## src/ssr_pkg.sv

```systemverilog
// package: register map, fields, reset values, timing and types of the soft start sequencer
`default_nettype none
package ssr_pkg;
  // register byte offsets
  localparam logic [4:0] A_CTRL = 5'h00;
  localparam logic [4:0] A_R1   = 5'h04;
  localparam logic [4:0] A_R2   = 5'h08;
  localparam logic [4:0] A_JK   = 5'h0C;
  localparam logic [4:0] A_DEC  = 5'h10;
  localparam logic [4:0] A_DLY  = 5'h14;
  localparam logic [4:0] A_STAT = 5'h18;
  // control fields
  localparam int F_MODE = 0;
  localparam int F_CUST = 3;
  localparam int F_R1CU = 4;
  localparam int F_R2PW = 5;
  localparam int F_KICK = 6;
  localparam int F_DEC  = 7;
  localparam int F_TMEN = 8;
  localparam int F_L60  = 9;
  localparam int F_TSEL = 10;
  localparam int F_RSEL = 12;
  localparam int F_RDEN = 14;
  // ramp, jog/kick, decel and delay fields
  localparam int F_INI = 0;
  localparam int F_LIM = 10;
  localparam int F_TIM = 20;
  localparam int F_JOG = 0;
  localparam int F_KV  = 7;
  localparam int F_KT  = 14;
  localparam int F_DS  = 0;
  localparam int F_DE  = 7;
  localparam int F_DT  = 14;
  localparam int F_TD  = 0;
  localparam int F_RD  = 8;
  localparam int F_SD  = 16;
  // write masks and reset values
  localparam logic [31:0] M_CTRL = 32'h0000_7FFF;
  localparam logic [31:0] M_RAMP = 32'h07FF_FFFF;
  localparam logic [31:0] M_JK   = 32'h003F_FFFF;
  localparam logic [31:0] M_DEC  = 32'h001F_FFFF;
  localparam logic [31:0] M_DLY  = 32'h00FF_FFFF;
  localparam logic [31:0] R_CTRL = 32'h0000_0003;
  localparam logic [31:0] R_R1   = 32'h00A7_D01E;
  localparam logic [31:0] R_R2   = 32'h00A1_4014;
  localparam logic [31:0] R_JK   = 32'h000C_9E14;
  localparam logic [31:0] R_DEC  = 32'h0002_8A3C;
  localparam logic [31:0] R_DLY  = 32'h0002_0505;
  // scales and limits, levels in 0.1 % of full voltage
  localparam logic [9:0]  FULL_V   = 10'h3E8;
  localparam logic [9:0]  V_SCALE  = 10'h00A;
  localparam logic [9:0]  LIM_MAX  = 10'h1F4;
  localparam logic [9:0]  PINI_MAX = 10'h064;
  localparam logic [9:0]  PWR_MAX  = 10'h12C;
  localparam logic [6:0]  PT_MIN   = 7'h01;
  localparam logic [6:0]  PT_MAX   = 7'h78;
  localparam logic [9:0]  REG_STEP = 10'h00A;
  localparam logic [25:0] PWR_DIV  = 26'h000_6400;
  // time base
  localparam int CLK_NS   = 8;
  localparam int TICK_NS  = 10_000_000;
  localparam int NS_PER_S = 1_000_000_000;
  localparam int HZ50     = 50;
  localparam int HZ60     = 60;
  localparam logic [15:0] TPS = 16'h0064;
  localparam int TICK_CYC_DEF = TICK_NS / CLK_NS;
  localparam int L50_CYC_DEF  = NS_PER_S / (HZ50 * CLK_NS);
  localparam int L60_CYC_DEF  = NS_PER_S / (HZ60 * CLK_NS);
  typedef enum logic [2:0] {M_DUAL, M_CUST, M_JOG, M_R1, M_R2} ssr_mode_t;
  typedef enum logic [2:0] {S_OFF, S_KICK, S_RAMP, S_JOG, S_RUN, S_DEC} ssr_state_t;
  typedef enum logic [1:0] {P_VOLT, P_CURR, P_PWR} ssr_prof_t;
endpackage
`default_nettype wire

```

## src/ssr_sequencer.sv

```systemverilog
// soft start ramp sequencer with AHB-Lite setting registers
`timescale 1ns/1ps
`default_nettype none
module ssr_sequencer #(
  parameter int TICK_CYC = ssr_pkg::TICK_CYC_DEF,
  parameter int L50_CYC  = ssr_pkg::L50_CYC_DEF,
  parameter int L60_CYC  = ssr_pkg::L60_CYC_DEF
) (
  // clock and reset
  input  wire logic        hclk,
  input  wire logic        hresetn,
  // AHB-Lite slave
  input  wire logic        hsel,
  input  wire logic [31:0] haddr,
  input  wire logic [1:0]  htrans,
  input  wire logic        hwrite,
  input  wire logic [2:0]  hsize,
  input  wire logic [31:0] hwdata,
  input  wire logic        hready,
  output logic      [31:0] hrdata,
  output logic             hreadyout,
  output logic             hresp,
  // operator commands
  input  wire logic        start_cmd,
  input  wire logic        stop_cmd,
  input  wire logic        ext_in3,
  // line measurements and motor status
  input  wire logic [6:0]  line_v_pct,
  input  wire logic [9:0]  motor_i_pct,
  input  wire logic [7:0]  power_factor,
  input  wire logic        at_speed,
  input  wire logic        overload_trip,
  // power stage and relays
  output logic      [9:0]  thyristor_firing,
  output logic             limit_active,
  output logic             aux4_relay,
  output logic      [3:0]  aux_relay
);
  typedef struct packed {
    logic [31:0]         ctrl;
    logic [31:0]         r1;
    logic [31:0]         r2;
    logic [31:0]         jk;
    logic [31:0]         dec;
    logic [31:0]         dly;
    logic [31:0]         rdat;
    logic                wr;
    logic [2:0]          idx;
    logic                rdy;
    logic [20:0]         tcnt;
    logic [21:0]         lcnt;
    ssr_pkg::ssr_state_t st;
    ssr_pkg::ssr_prof_t  pf;
    logic [9:0]          lvl;
    logic [9:0]          rf;
    logic [9:0]          tgt;
    logic [9:0]          dlt;
    logic [9:0]          lim;
    logic [9:0]          imeas;
    logic [9:0]          pwr;
    logic [23:0]         acc;
    logic [15:0]         tot;
    logic [15:0]         tmr;
    logic [15:0]         run_t;
    logic [15:0]         spd_t;
    logic                on;
    logic                spd;
    logic                limd;
    logic                aux4;
    logic [3:0]          rly;
  } ssr_st_t;

  localparam ssr_st_t ST_RST = '{ctrl: ssr_pkg::R_CTRL, r1: ssr_pkg::R_R1,
    r2: ssr_pkg::R_R2, jk: ssr_pkg::R_JK, dec: ssr_pkg::R_DEC,
    dly: ssr_pkg::R_DLY, rdy: 1'b1, st: ssr_pkg::S_OFF,
    pf: ssr_pkg::P_VOLT, default: '0};

  ssr_st_t             s_ff;
  ssr_st_t             nxt_s;
  logic                tick;
  logic                lcyc;
  logic                aph;
  logic                hit;
  logic                go;
  logic                mok;
  logic                r2sel;
  logic                hold;
  logic [31:0]         rs;
  logic [31:0]         rdv;
  ssr_pkg::ssr_mode_t  mode;
  ssr_pkg::ssr_prof_t  pt;
  logic [9:0]          ini;
  logic [9:0]          endv;
  logic [9:0]          limv;
  logic [9:0]          meas;
  logic [6:0]          tm;
  logic [21:0]         lp;
  logic [25:0]         pw26;
  logic [9:0]          pmeas;

  function automatic logic [15:0] secs(input logic [7:0] x);
    return 16'(x) * ssr_pkg::TPS;
  endfunction

  function automatic logic [9:0] pct10(input logic [6:0] p);
    return (p > 7'h64) ? ssr_pkg::FULL_V : 10'(p) * ssr_pkg::V_SCALE;
  endfunction

  function automatic logic [9:0] absd(input logic [9:0] a, input logic [9:0] b);
    return (a > b) ? a - b : b - a;
  endfunction

  always_comb begin
    nxt_s = s_ff;
    // bus: address phase captured, write done in data phase
    aph = hsel && htrans[1] && hready;
    hit = (haddr[31:5] == 27'h0) && (haddr[4:2] <= ssr_pkg::A_STAT[4:2]);
    nxt_s.rdy = 1'b1;
    nxt_s.wr = aph && hwrite && hit;
    nxt_s.idx = haddr[4:2];
    unique case (haddr[4:2])
      ssr_pkg::A_CTRL[4:2]: rdv = s_ff.ctrl;
      ssr_pkg::A_R1[4:2]:   rdv = s_ff.r1;
      ssr_pkg::A_R2[4:2]:   rdv = s_ff.r2;
      ssr_pkg::A_JK[4:2]:   rdv = s_ff.jk;
      ssr_pkg::A_DEC[4:2]:  rdv = s_ff.dec;
      ssr_pkg::A_DLY[4:2]:  rdv = s_ff.dly;
      ssr_pkg::A_STAT[4:2]: rdv = {13'h0, s_ff.rly, s_ff.aux4, s_ff.limd,
                                   s_ff.lvl, s_ff.st};
      default:              rdv = 32'h0000_0000;
    endcase
    nxt_s.rdat = (aph && !hwrite && hit) ? rdv : 32'h0000_0000;
    if (s_ff.wr) begin
      unique case (s_ff.idx)
        ssr_pkg::A_CTRL[4:2]: nxt_s.ctrl = hwdata & ssr_pkg::M_CTRL;
        ssr_pkg::A_R1[4:2]:   nxt_s.r1 = hwdata & ssr_pkg::M_RAMP;
        ssr_pkg::A_R2[4:2]:   nxt_s.r2 = hwdata & ssr_pkg::M_RAMP;
        ssr_pkg::A_JK[4:2]:   nxt_s.jk = hwdata & ssr_pkg::M_JK;
        ssr_pkg::A_DEC[4:2]:  nxt_s.dec = hwdata & ssr_pkg::M_DEC;
        ssr_pkg::A_DLY[4:2]:  nxt_s.dly = hwdata & ssr_pkg::M_DLY;
        default: ;
      endcase
    end
    // common time base and line cycle strobe
    tick = (s_ff.tcnt == 21'(TICK_CYC - 1));
    nxt_s.tcnt = tick ? 21'h0 : s_ff.tcnt + 21'h1;
    lp = s_ff.ctrl[ssr_pkg::F_L60] ? 22'(L60_CYC - 1) : 22'(L50_CYC - 1);
    lcyc = (s_ff.lcnt >= lp);
    nxt_s.lcnt = lcyc ? 22'h0 : s_ff.lcnt + 22'h1;
    // true power per line cycle, unity pf is 8'hFF
    pw26 = (26'(line_v_pct) * 26'(motor_i_pct) * 26'(power_factor)) / ssr_pkg::PWR_DIV;
    pmeas = (pw26 > 26'h3FF) ? 10'h3FF : pw26[9:0];
    if (lcyc) begin
      nxt_s.imeas = motor_i_pct;
      nxt_s.pwr = pmeas;
    end
    // start mode and profile choice
    mode = ssr_pkg::ssr_mode_t'(s_ff.ctrl[ssr_pkg::F_MODE+:3]);
    unique case (mode)
      ssr_pkg::M_CUST: mok = s_ff.ctrl[ssr_pkg::F_CUST];
      ssr_pkg::M_DUAL, ssr_pkg::M_JOG, ssr_pkg::M_R1, ssr_pkg::M_R2: mok = 1'b1;
      default: mok = 1'b0;
    endcase
    r2sel = (mode == ssr_pkg::M_R2) || (mode == ssr_pkg::M_DUAL && ext_in3);
    rs = r2sel ? s_ff.r2 : s_ff.r1;
    if (r2sel) pt = s_ff.ctrl[ssr_pkg::F_R2PW] ? ssr_pkg::P_PWR : ssr_pkg::P_VOLT;
    else pt = s_ff.ctrl[ssr_pkg::F_R1CU] ? ssr_pkg::P_CURR : ssr_pkg::P_VOLT;
    limv = (rs[ssr_pkg::F_LIM+:10] > ssr_pkg::LIM_MAX) ? ssr_pkg::LIM_MAX
                                                         : rs[ssr_pkg::F_LIM+:10];
    tm = rs[ssr_pkg::F_TIM+:7];
    unique case (pt)
      ssr_pkg::P_VOLT: begin
        ini = pct10(rs[ssr_pkg::F_INI+:7]);
        endv = ssr_pkg::FULL_V;
      end
      ssr_pkg::P_CURR: begin
        ini = rs[ssr_pkg::F_INI+:10];
        endv = limv;
      end
      ssr_pkg::P_PWR: begin
        ini = (rs[ssr_pkg::F_INI+:10] > ssr_pkg::PINI_MAX) ? ssr_pkg::PINI_MAX
                                                            : rs[ssr_pkg::F_INI+:10];
        endv = (rs[ssr_pkg::F_LIM+:10] > ssr_pkg::PWR_MAX) ? ssr_pkg::PWR_MAX
                                                            : rs[ssr_pkg::F_LIM+:10];
        if (tm < ssr_pkg::PT_MIN) tm = ssr_pkg::PT_MIN;
        if (tm > ssr_pkg::PT_MAX) tm = ssr_pkg::PT_MAX;
      end
      default: begin
        ini = 10'h0;
        endv = 10'h0;
      end
    endcase
    go = start_cmd && !stop_cmd && !overload_trip && mok && s_ff.st == ssr_pkg::S_OFF;
    // reference moves one step toward target per accumulated tick share
    hold = (s_ff.st == ssr_pkg::S_RAMP) && (s_ff.pf == ssr_pkg::P_VOLT) &&
           (s_ff.lim < ssr_pkg::LIM_MAX) && (s_ff.imeas >= s_ff.lim);
    if (tick && !hold && s_ff.rf != s_ff.tgt) begin
      nxt_s.acc = s_ff.acc + 24'(s_ff.dlt);
    end else if (!hold && s_ff.tot != 16'h0 && s_ff.rf != s_ff.tgt &&
                 s_ff.acc >= 24'(s_ff.tot)) begin
      nxt_s.acc = s_ff.acc - 24'(s_ff.tot);
      nxt_s.rf = (s_ff.rf < s_ff.tgt) ? s_ff.rf + 10'h1 : s_ff.rf - 10'h1;
    end
    meas = (s_ff.pf == ssr_pkg::P_PWR) ? s_ff.pwr : s_ff.imeas;
    unique case (s_ff.st)
      ssr_pkg::S_OFF: begin
        if (go) begin
          nxt_s.on = 1'b1;
          nxt_s.run_t = 16'h0;
          nxt_s.spd = 1'b0;
          nxt_s.spd_t = 16'h0;
          if (mode == ssr_pkg::M_JOG) begin
            nxt_s.st = ssr_pkg::S_JOG;
            nxt_s.lvl = pct10(s_ff.jk[ssr_pkg::F_JOG+:7]);
          end else begin
            nxt_s.pf = pt;
            nxt_s.tgt = endv;
            nxt_s.dlt = absd(endv, ini);
            nxt_s.acc = 24'h0;
            nxt_s.tot = secs({1'b0, tm});
            nxt_s.rf = (tm == 7'h0) ? endv : ini;
            nxt_s.lim = limv;
            nxt_s.limd = 1'b1;
            nxt_s.tmr = 16'h0;
            if (s_ff.ctrl[ssr_pkg::F_KICK]) begin
              nxt_s.st = ssr_pkg::S_KICK;
              nxt_s.lvl = pct10(s_ff.jk[ssr_pkg::F_KV+:7]);
            end else begin
              nxt_s.st = ssr_pkg::S_RAMP;
              nxt_s.lvl = (pt == ssr_pkg::P_VOLT) ? nxt_s.rf : 10'h0;
            end
          end
        end
      end
      ssr_pkg::S_KICK: begin
        if (tick) nxt_s.tmr = s_ff.tmr + 16'h1;
        if (s_ff.tmr >= 16'(s_ff.jk[ssr_pkg::F_KT+:8])) begin
          nxt_s.st = ssr_pkg::S_RAMP;
          if (s_ff.pf == ssr_pkg::P_VOLT) nxt_s.lvl = s_ff.rf;
        end
      end
      ssr_pkg::S_RAMP: begin
        if (s_ff.pf == ssr_pkg::P_VOLT) begin
          if (!hold) nxt_s.lvl = s_ff.rf;
        end else if (lcyc) begin
          if (meas < s_ff.rf) begin
            nxt_s.lvl = (s_ff.lvl > ssr_pkg::FULL_V - ssr_pkg::REG_STEP) ?
                        ssr_pkg::FULL_V : s_ff.lvl + ssr_pkg::REG_STEP;
          end else if (meas > s_ff.rf) begin
            nxt_s.lvl = (s_ff.lvl < ssr_pkg::REG_STEP) ? 10'h0
                                                        : s_ff.lvl - ssr_pkg::REG_STEP;
          end
        end
        if (at_speed) begin
          nxt_s.st = ssr_pkg::S_RUN;
          nxt_s.lvl = ssr_pkg::FULL_V;
          nxt_s.limd = 1'b0;
          nxt_s.spd = 1'b1;
        end
      end
      ssr_pkg::S_JOG: ;
      ssr_pkg::S_RUN: nxt_s.lvl = ssr_pkg::FULL_V;
      ssr_pkg::S_DEC: begin
        nxt_s.lvl = s_ff.rf;
        if (s_ff.rf == s_ff.tgt) begin
          nxt_s.st = ssr_pkg::S_OFF;
          nxt_s.lvl = 10'h0;
        end
      end
      default: ;
    endcase
    // stop aborts any start at once; trip drops the output
    if (overload_trip && s_ff.st != ssr_pkg::S_OFF) begin
      nxt_s.st = ssr_pkg::S_OFF;
      nxt_s.lvl = 10'h0;
      nxt_s.limd = 1'b0;
      nxt_s.on = 1'b0;
      nxt_s.spd = 1'b0;
    end else if (stop_cmd && s_ff.st != ssr_pkg::S_OFF && s_ff.st != ssr_pkg::S_DEC) begin
      nxt_s.on = 1'b0;
      nxt_s.spd = 1'b0;
      nxt_s.limd = 1'b0;
      if (s_ff.ctrl[ssr_pkg::F_DEC] && s_ff.st != ssr_pkg::S_JOG) begin
        nxt_s.st = ssr_pkg::S_DEC;
        nxt_s.pf = ssr_pkg::P_VOLT;
        nxt_s.lvl = pct10(s_ff.dec[ssr_pkg::F_DS+:7]);
        nxt_s.tgt = pct10(s_ff.dec[ssr_pkg::F_DE+:7]);
        nxt_s.tot = secs({1'b0, s_ff.dec[ssr_pkg::F_DT+:7]});
        nxt_s.rf = (nxt_s.tot == 16'h0) ? nxt_s.tgt : nxt_s.lvl;
        nxt_s.dlt = absd(nxt_s.lvl, nxt_s.tgt);
        nxt_s.acc = 24'h0;
      end else begin
        nxt_s.st = ssr_pkg::S_OFF;
        nxt_s.lvl = 10'h0;
      end
    end
    // relay delay timers on the same tick
    if (s_ff.on && tick && s_ff.run_t != 16'hFFFF) nxt_s.run_t = s_ff.run_t + 16'h1;
    if (s_ff.spd && tick && s_ff.spd_t != 16'hFFFF) nxt_s.spd_t = s_ff.spd_t + 16'h1;
    nxt_s.rly = 4'h0;
    if (nxt_s.on) begin
      if (s_ff.ctrl[ssr_pkg::F_TMEN] && nxt_s.run_t >=
          16'(secs(s_ff.dly[ssr_pkg::F_TD+:8]) + secs(s_ff.dly[ssr_pkg::F_RD+:8])))
        nxt_s.rly[s_ff.ctrl[ssr_pkg::F_TSEL+:2]] = 1'b1;
      if (s_ff.ctrl[ssr_pkg::F_RDEN] && nxt_s.run_t < secs(s_ff.dly[ssr_pkg::F_RD+:8]))
        nxt_s.rly[s_ff.ctrl[ssr_pkg::F_RSEL+:2]] = 1'b1;
    end
    nxt_s.aux4 = nxt_s.on && nxt_s.spd &&
                 nxt_s.spd_t >= secs(s_ff.dly[ssr_pkg::F_SD+:8]);
  end

  always_ff @(posedge hclk or negedge hresetn) begin
    if (!hresetn) s_ff <= ST_RST;
    else s_ff <= nxt_s;
  end

  assign hrdata           = s_ff.rdat;
  assign hreadyout        = s_ff.rdy;
  assign hresp            = 1'b0;
  assign thyristor_firing = s_ff.lvl;
  assign limit_active     = s_ff.limd;
  assign aux4_relay       = s_ff.aux4;
  assign aux_relay        = s_ff.rly;
endmodule // ssr_sequencer
`default_nettype wire

```

## config.mk

```make
export PLATFORM = sky130hd
export DESIGN_NAME = ssr_sequencer
export DESIGN_NICKNAME = d
export VERILOG_FILES = /design/src/ssr_pkg.sv /design/src/ssr_sequencer.sv
export SDC_FILE = /design/constraint.sdc
export NUM_CORES = 2
export LEC_CHECK = 0
export ABC_AREA = 1
export BUFFER_PORTS_ARGS = -buffer_cell sky130_fd_sc_hd__buf_2
export CAP_MARGIN = 20
export CELL_PAD_IN_SITES_DETAIL_PLACEMENT = 0
export CELL_PAD_IN_SITES_GLOBAL_PLACEMENT = 1
export CORE_UTILIZATION = 51
export DETAILED_ROUTE_END_ITERATION = 6
export PLACE_DENSITY_LB_ADDON = 0.1
export SLEW_MARGIN = 20
export SYNTH_ARGS = -nofsm -noshare
export SYNTH_HDL_FRONTEND = slang
export SYNTH_SLANG_ARGS = --single-unit
```

## constraint.sdc

```tcl
create_clock -name hclk -period 8.3 [get_ports hclk]
set_input_delay 1.245 -clock hclk [delete_from_list [all_inputs] [get_ports hclk]]
set_output_delay 1.245 -clock hclk [all_outputs]
set_load 0.005 [all_outputs]
```

**Word-level counts from Yosys, hierarchy flattened**

Cells that the tools add are included.

- Flip-flop bits (word level): 386
- Output and inout port bits: 50
- Logic and storage cells: 293

- Add/sub/neg operators: 16
- Multiply operators: 12
- Div/mod/pow operators: 1
- Magnitude comparators: 31
- Equal/unequal tests: 41
- Muxes and demuxes: 94
- Bitwise gates (word level): 2
- Reduce and logical (&&, ||, !) cells: 66

Operators by type and width:

| cell | count |
|---|---|
| $mux 10 | 33 |
| $mux 40 | 6 |
| $pmux 27 s7 | 1 |
| $mux 91 | 1 |
| $mux 30 | 2 |
| $pmux 10 s3 | 2 |
| $mux 56 | 1 |
| $mux 55 | 1 |
| $pmux 10 s5 | 1 |
| $add 16x1->16 const B | 3 |
| $mux 16 | 3 |
| $mux 24 | 2 |
| $mul 7x3->9 const B | 5 |
| $mux 45 | 1 |
| $mux 22 | 2 |
| $gt 7x7->1 const B | 6 |
| $sub 10x10->10 | 4 |
| $mul 8x5->13 const B | 3 |
| $logic_and 1x1->1 | 34 |
| $mux 33 | 1 |
| $mux 32 | 1 |
| $ne 16x16->1 const B | 2 |
| $pmux 16 s2 | 1 |
| $gt 10x10->1 | 3 |
| 79 further kinds | 144 |

**Longest topological paths before layout**

- Depth after elaboration: 22
- Gate-level depth with buffers: 96
- Mapped depth without buffers: 95

**Worst setup path after synthesis**

OpenSTA, ideal clock, no wires.

- Path type: input -> register
- Start: in line_v_pct[3]
- End: reg s_ff[96] (netlist name)
- Arrival time: 13.214 ns
- Path slack: -5.027 ns
- Cell stages on the path: 86
- Buffers on the path: 1
- Cell sequence: clkbuf_1 nand2_1 fa_1 inv_1 ha_1 ha_1 inv_1 fa_1 inv_1 ha_1 nand3_1 and2_1 or2_2 nand2_1 a21oi_1 or2_2 nand2_1 a21oi_1 [... 50 more ...] nand2_4 nand3_2 nand2_4 nand3_4 nand2_4 nand2_4 nand2_2 nand2_4 nor2_4 nand2_4 nand2_2 nand2_1 nand2_1 inv_1 nand3_2 nand3_2 nand2_1 inv_1

- Word-level cells in the longest chain between the ends: 5

RTL lines:

| element | RTL line | source |
|---|---|---|
| start, declared | ssr_sequencer.sv:28 | `input wire logic [6:0] line_v_pct,` |
| $mul 7x10->17 (*) | ssr_sequencer.sv:151 | `pw26 = (26'(line_v_pct) * 26'(motor_i_pct) * 26'(power_factor)) / ssr_pkg::PWR_DIV;` |
| $mul 17x8->25 (*) | ssr_sequencer.sv:151 |  |
| $div 25x15->26 (*) | ssr_sequencer.sv:151 |  |
| $gt 26x10->1 | ssr_sequencer.sv:152 | `pmeas = (pw26 > 26'h3FF) ? 10'h3FF : pw26[9:0];` |
| $mux 10 (*) | ssr_sequencer.sv:152 |  |
| end signal, assigned | ssr_sequencer.sv:314 | `else s_ff <= nxt_s;` |
| end, declared | ssr_sequencer.sv:78 | `ssr_st_t s_ff;` |

Mark *: on every way between the ends. The rest lies on a longest branch, timed or not.
A chain may end at the register's enable or synchronous reset.

**Worst setup path in the final report**

- Start: in motor_i_pct[2]
- End: reg s_ff[96] (netlist name)

- Word-level cells in the longest chain between the ends: 5

RTL lines:

| element | RTL line | source |
|---|---|---|
| start, declared | ssr_sequencer.sv:29 | `input wire logic [9:0] motor_i_pct,` |
| $mul 7x10->17 (*) | ssr_sequencer.sv:151 |  |
| $mul 17x8->25 (*) | ssr_sequencer.sv:151 |  |
| $div 25x15->26 (*) | ssr_sequencer.sv:151 |  |
| $gt 26x10->1 | ssr_sequencer.sv:152 |  |
| $mux 10 (*) | ssr_sequencer.sv:152 |  |

Marked as above.

==> results.sh <==
export IMPL_status="complete, but fails checks"
export IMPL_violations="negative setup slack"
export IMPL_grt_max_degree=147
export IMPL_drv_slew=0
export IMPL_routabilityCongestion=0.977
export IMPL_setup_ws_ns=-4.38
export IMPL_wl_per_cell_um=18.3
export IMPL_min_period_over_period_pct=153
export IMPL_synth_edff_count=0
export IMPL_cts_sinks=381
export IMPL_critPathKind="primary input to flop"
export IMPL_first_pass_iters=6
export IMPL_grt_pass1_vias=33800
export IMPL_ys_warn_count=0
export IMPL_yosys_area_share_simple_pct=20.4
export IMPL_syn_to_final_growth_pct=15.1
export IMPL_timing_final_setup_violations=10
export IMPL_htreeDepth=2
export IMPL_routed_wl_mm=115
export IMPL_port_buffers=135
export IMPL_multiInputGateArea_mm2=0.0244
export IMPL_num_fill_cells=6958
export IMPL_clk_pin_slew_ns=0.06
export IMPL_path_max_fanout=6
export IMPL_drt_initial_drc_count=2249
export IMPL_synthAdderAreaFrac_pct=23.4
export IMPL_ys_types=68
export IMPL_io_pin_count=154
export IMPL_fmaxAchievable_mhz=78.9
export IMPL_track_usage_pct=31.3
export IMPL_vias=34100
export IMPL_cap_violations=0
export IMPL_grt_pass1_wl_mm=184
export IMPL_drive_above_1_share_pct=15.1
export IMPL_cts_tree="yes"
export IMPL_die_w_um=273
export IMPL_required_ns=8.78
export IMPL_synth_cells=4997
export IMPL_synth_top_family_by_area="adder cells"
export IMPL_synth_mux_area_share_pct=0.320
export IMPL_rsz0062_at_grt="yes"
export IMPL_hold_violations=0
export IMPL_synth_top_area_share_pct=22.6
export IMPL_synth_seq_cells=381
export IMPL_timing_critical_path_mode_cell="nand2_4"
export IMPL_rows=99
export IMPL_dp_hpwl_mm=91.6
export IMPL_timing_rr_start="mode[0]$_DFFE_PN1P_"
export IMPL_die_y_um=273
export IMPL_crit_start="motor_i_pct[2]"
export IMPL_cts_made_buffers=46
export IMPL_synthArstFlopShare_pct=100
export IMPL_nNetsFinal=6007
export IMPL_clockBufferDepth=3
export IMPL_cp_slowest_cell="fa_1"
export IMPL_period_needed_ns=12.68
export IMPL_slew_headroom_pct=27.1
export IMPL_core_area_mm2=0.0728
export IMPL_synth_top_area_cell="dfrtp_1"
export IMPL_synthMostInstantiatedCell="nand2_1"
export IMPL_end_kind="flop"
export IMPL_viasPerCell=5.42
export IMPL_hold_buffers=0
export IMPL_syn_area_mm2=0.0375
export IMPL_overflow=0
export IMPL_synth_seq_area_share_pct=25.6
export IMPL_synth_area_leaders="dfrtp_1, ha_1, nand2_1, inv_1, fa_1"
export IMPL_ys_flop_type="dfrtp_1"
export IMPL_drc=0
export IMPL_start_util_pct=51.5
export IMPL_hold_path_class="flop to flop"
export IMPL_clockRootBuffer="clkbuf_16"
export IMPL_postLayoutCoreUtil_pct=59.3
export IMPL_tightest_slew_ns=1.09
export IMPL_fin_cells=6293
export IMPL_worstPathArrival_ns=13.16
export IMPL_avgSynthCellArea_um2=7.50
export IMPL_postRouteAntennaNets=0
export IMPL_synthXorXnorAreaFrac_pct=3.27
export IMPL_cp_start_kind="primary input"
export IMPL_dp_cells=6177
export IMPL_antenna_found_initial=5
export IMPL_regArea_mm2=0.00959
export IMPL_synth_compound_area_share_pct=15.6
export IMPL_max_stage_delay_ns=0.53
export IMPL_fp_dieArea_mm2=0.0746
export IMPL_fin_tns_setup_ns=-27.13
export IMPL_hp_start="s_ff[55]$_DFFE_PN0P_"
export IMPL_finClkSkew_ns=0.0157
export IMPL_synthTopCellsByCount="nand2_1, inv_1, ha_1"
export IMPL_clock_latency_ns=0.60
==> area by class of cell <==
class	instances	share of cell area, %
Inverter	936	8.18
Sequential cell	381	22.2
Clock buffer	63	3.05
Tap cell	959	2.78
Antenna cell	1	0.00580
Clock inverter	22	0.635
Timing Repair Buffer	408	6.56
Multi-Input combinational cell	3523	56.6
==> state kept, by name, summed over array words and instances (netlist names) <==
| name | cells |
|---|---|
| aux4_relay | 1 |
| hrdata | 27 |
| s_ff | 335 |
| mode | 3 |
| limit_active | 1 |
| aux_relay | 4 |
| thyristor_firing | 10 |
==> per-layer routing <==
layer | share of wire [%] | global-route usage, % | up-vias
met1 | 43 | 39.5 | 16200
met4 | 3.5 | 10.2 | 6
met2 | 49 | 55.3 | 809
met5 | 0.033 | 0 | -
li1 | - | - | 16800
met3 | 4.9 | 3.59 | 193
==> stage by stage <==
stage	hold WS, ns	instance area, um2	worst slack [ns]
2_1_floorplan	0.425	37800	-4.22
3_3_place_gp	0.443	40700	-4.82
3_5_place_dp	0.448	40700	-5.05
4_1_cts	0.463	42800	-4.14
5_1_grt	0.481	43200	-5.06
6_report	0.465	43200	-4.38
==> cell families after synthesis <==
kind of cell | count (synthesis)
flip-flops | 381
AO/OA/AOI/OAI | 1024
AND/OR/NAND/NOR | 1734
buffers and inverters | 1098
XOR/XNOR | 139
other | 2
multiplexers | 12
adder cells (fa/ha/maj) | 607
==> what timing repair did <==
item                                    CTS  global route
pin swaps                                87            61
setup buffers                            23             9
endpoints found under the setup margin   10            10
gates resized for setup                  77            82
==> worst paths after layout <==
kind / slack [ns] / cells after the start / to
setup / recovery: -4.38 / 86 / s_ff[96]$_DFFE_PN0N_
hold / removal: 0.47 / 1 / s_ff[55]$_DFFE_PN0P_
setup reg to reg: 2.00 / 28 / s_ff[132]$_DFF_PN0_
hold reg to reg: 0.47 / 1 / s_ff[55]$_DFFE_PN0P_
max in group asynchronous: 6.23 / 2 / s_ff[99]$_DFFE_PN0N_
min in group asynchronous: 0.62 / 1 / s_ff[37]$_DFF_PN0_
==> cells in the final DEF, fill, tap and decap left out, types with 13 or more instances in the layout <==
| master | n |
|---|---|
| nand3_1 | 162 |
| clkbuf_16 | 47 |
| a221oi_1 | 30 |
| clkinv_1 | 13 |
| nor4_1 | 28 |
| o21bai_1 | 23 |
| nand2_4 | 42 |
| nand3_2 | 23 |
| dfstp_2 | 42 |
| nand2_1 | 890 |
| buf_4 | 266 |
| nor2_4 | 14 |
| or2_2 | 21 |
| a21oi_1 | 315 |
| a31oi_1 | 22 |
| nor3_1 | 56 |
| fa_1 | 154 |
| ha_1 | 441 |
| nand2_2 | 52 |
| inv_1 | 889 |
| o22ai_1 | 36 |
| o221ai_1 | 16 |
| xnor2_1 | 49 |
| o21ai_0 | 413 |
| o211ai_1 | 31 |
| a21o_1 | 14 |
| buf_2 | 128 |
| inv_2 | 31 |
| dfrtp_1 | 339 |
| xor2_1 | 86 |
| nand4_1 | 53 |
| nor2_1 | 327 |
==> critical path: cells and delay by family <==
kind / cells / cell delay [ns]
adder cells (fa/ha/maj): 10 / 4.30
AO/OA/AOI/OAI: 8 / 1.12
buffers and inverters: 11 / 0.59
XOR/XNOR: 1 / 0.30
AND/OR/NAND/NOR: 56 / 5.56
Power is not shown: default switching activity piles up to over one toggle a cycle in this logic, so the estimate is an artifact.
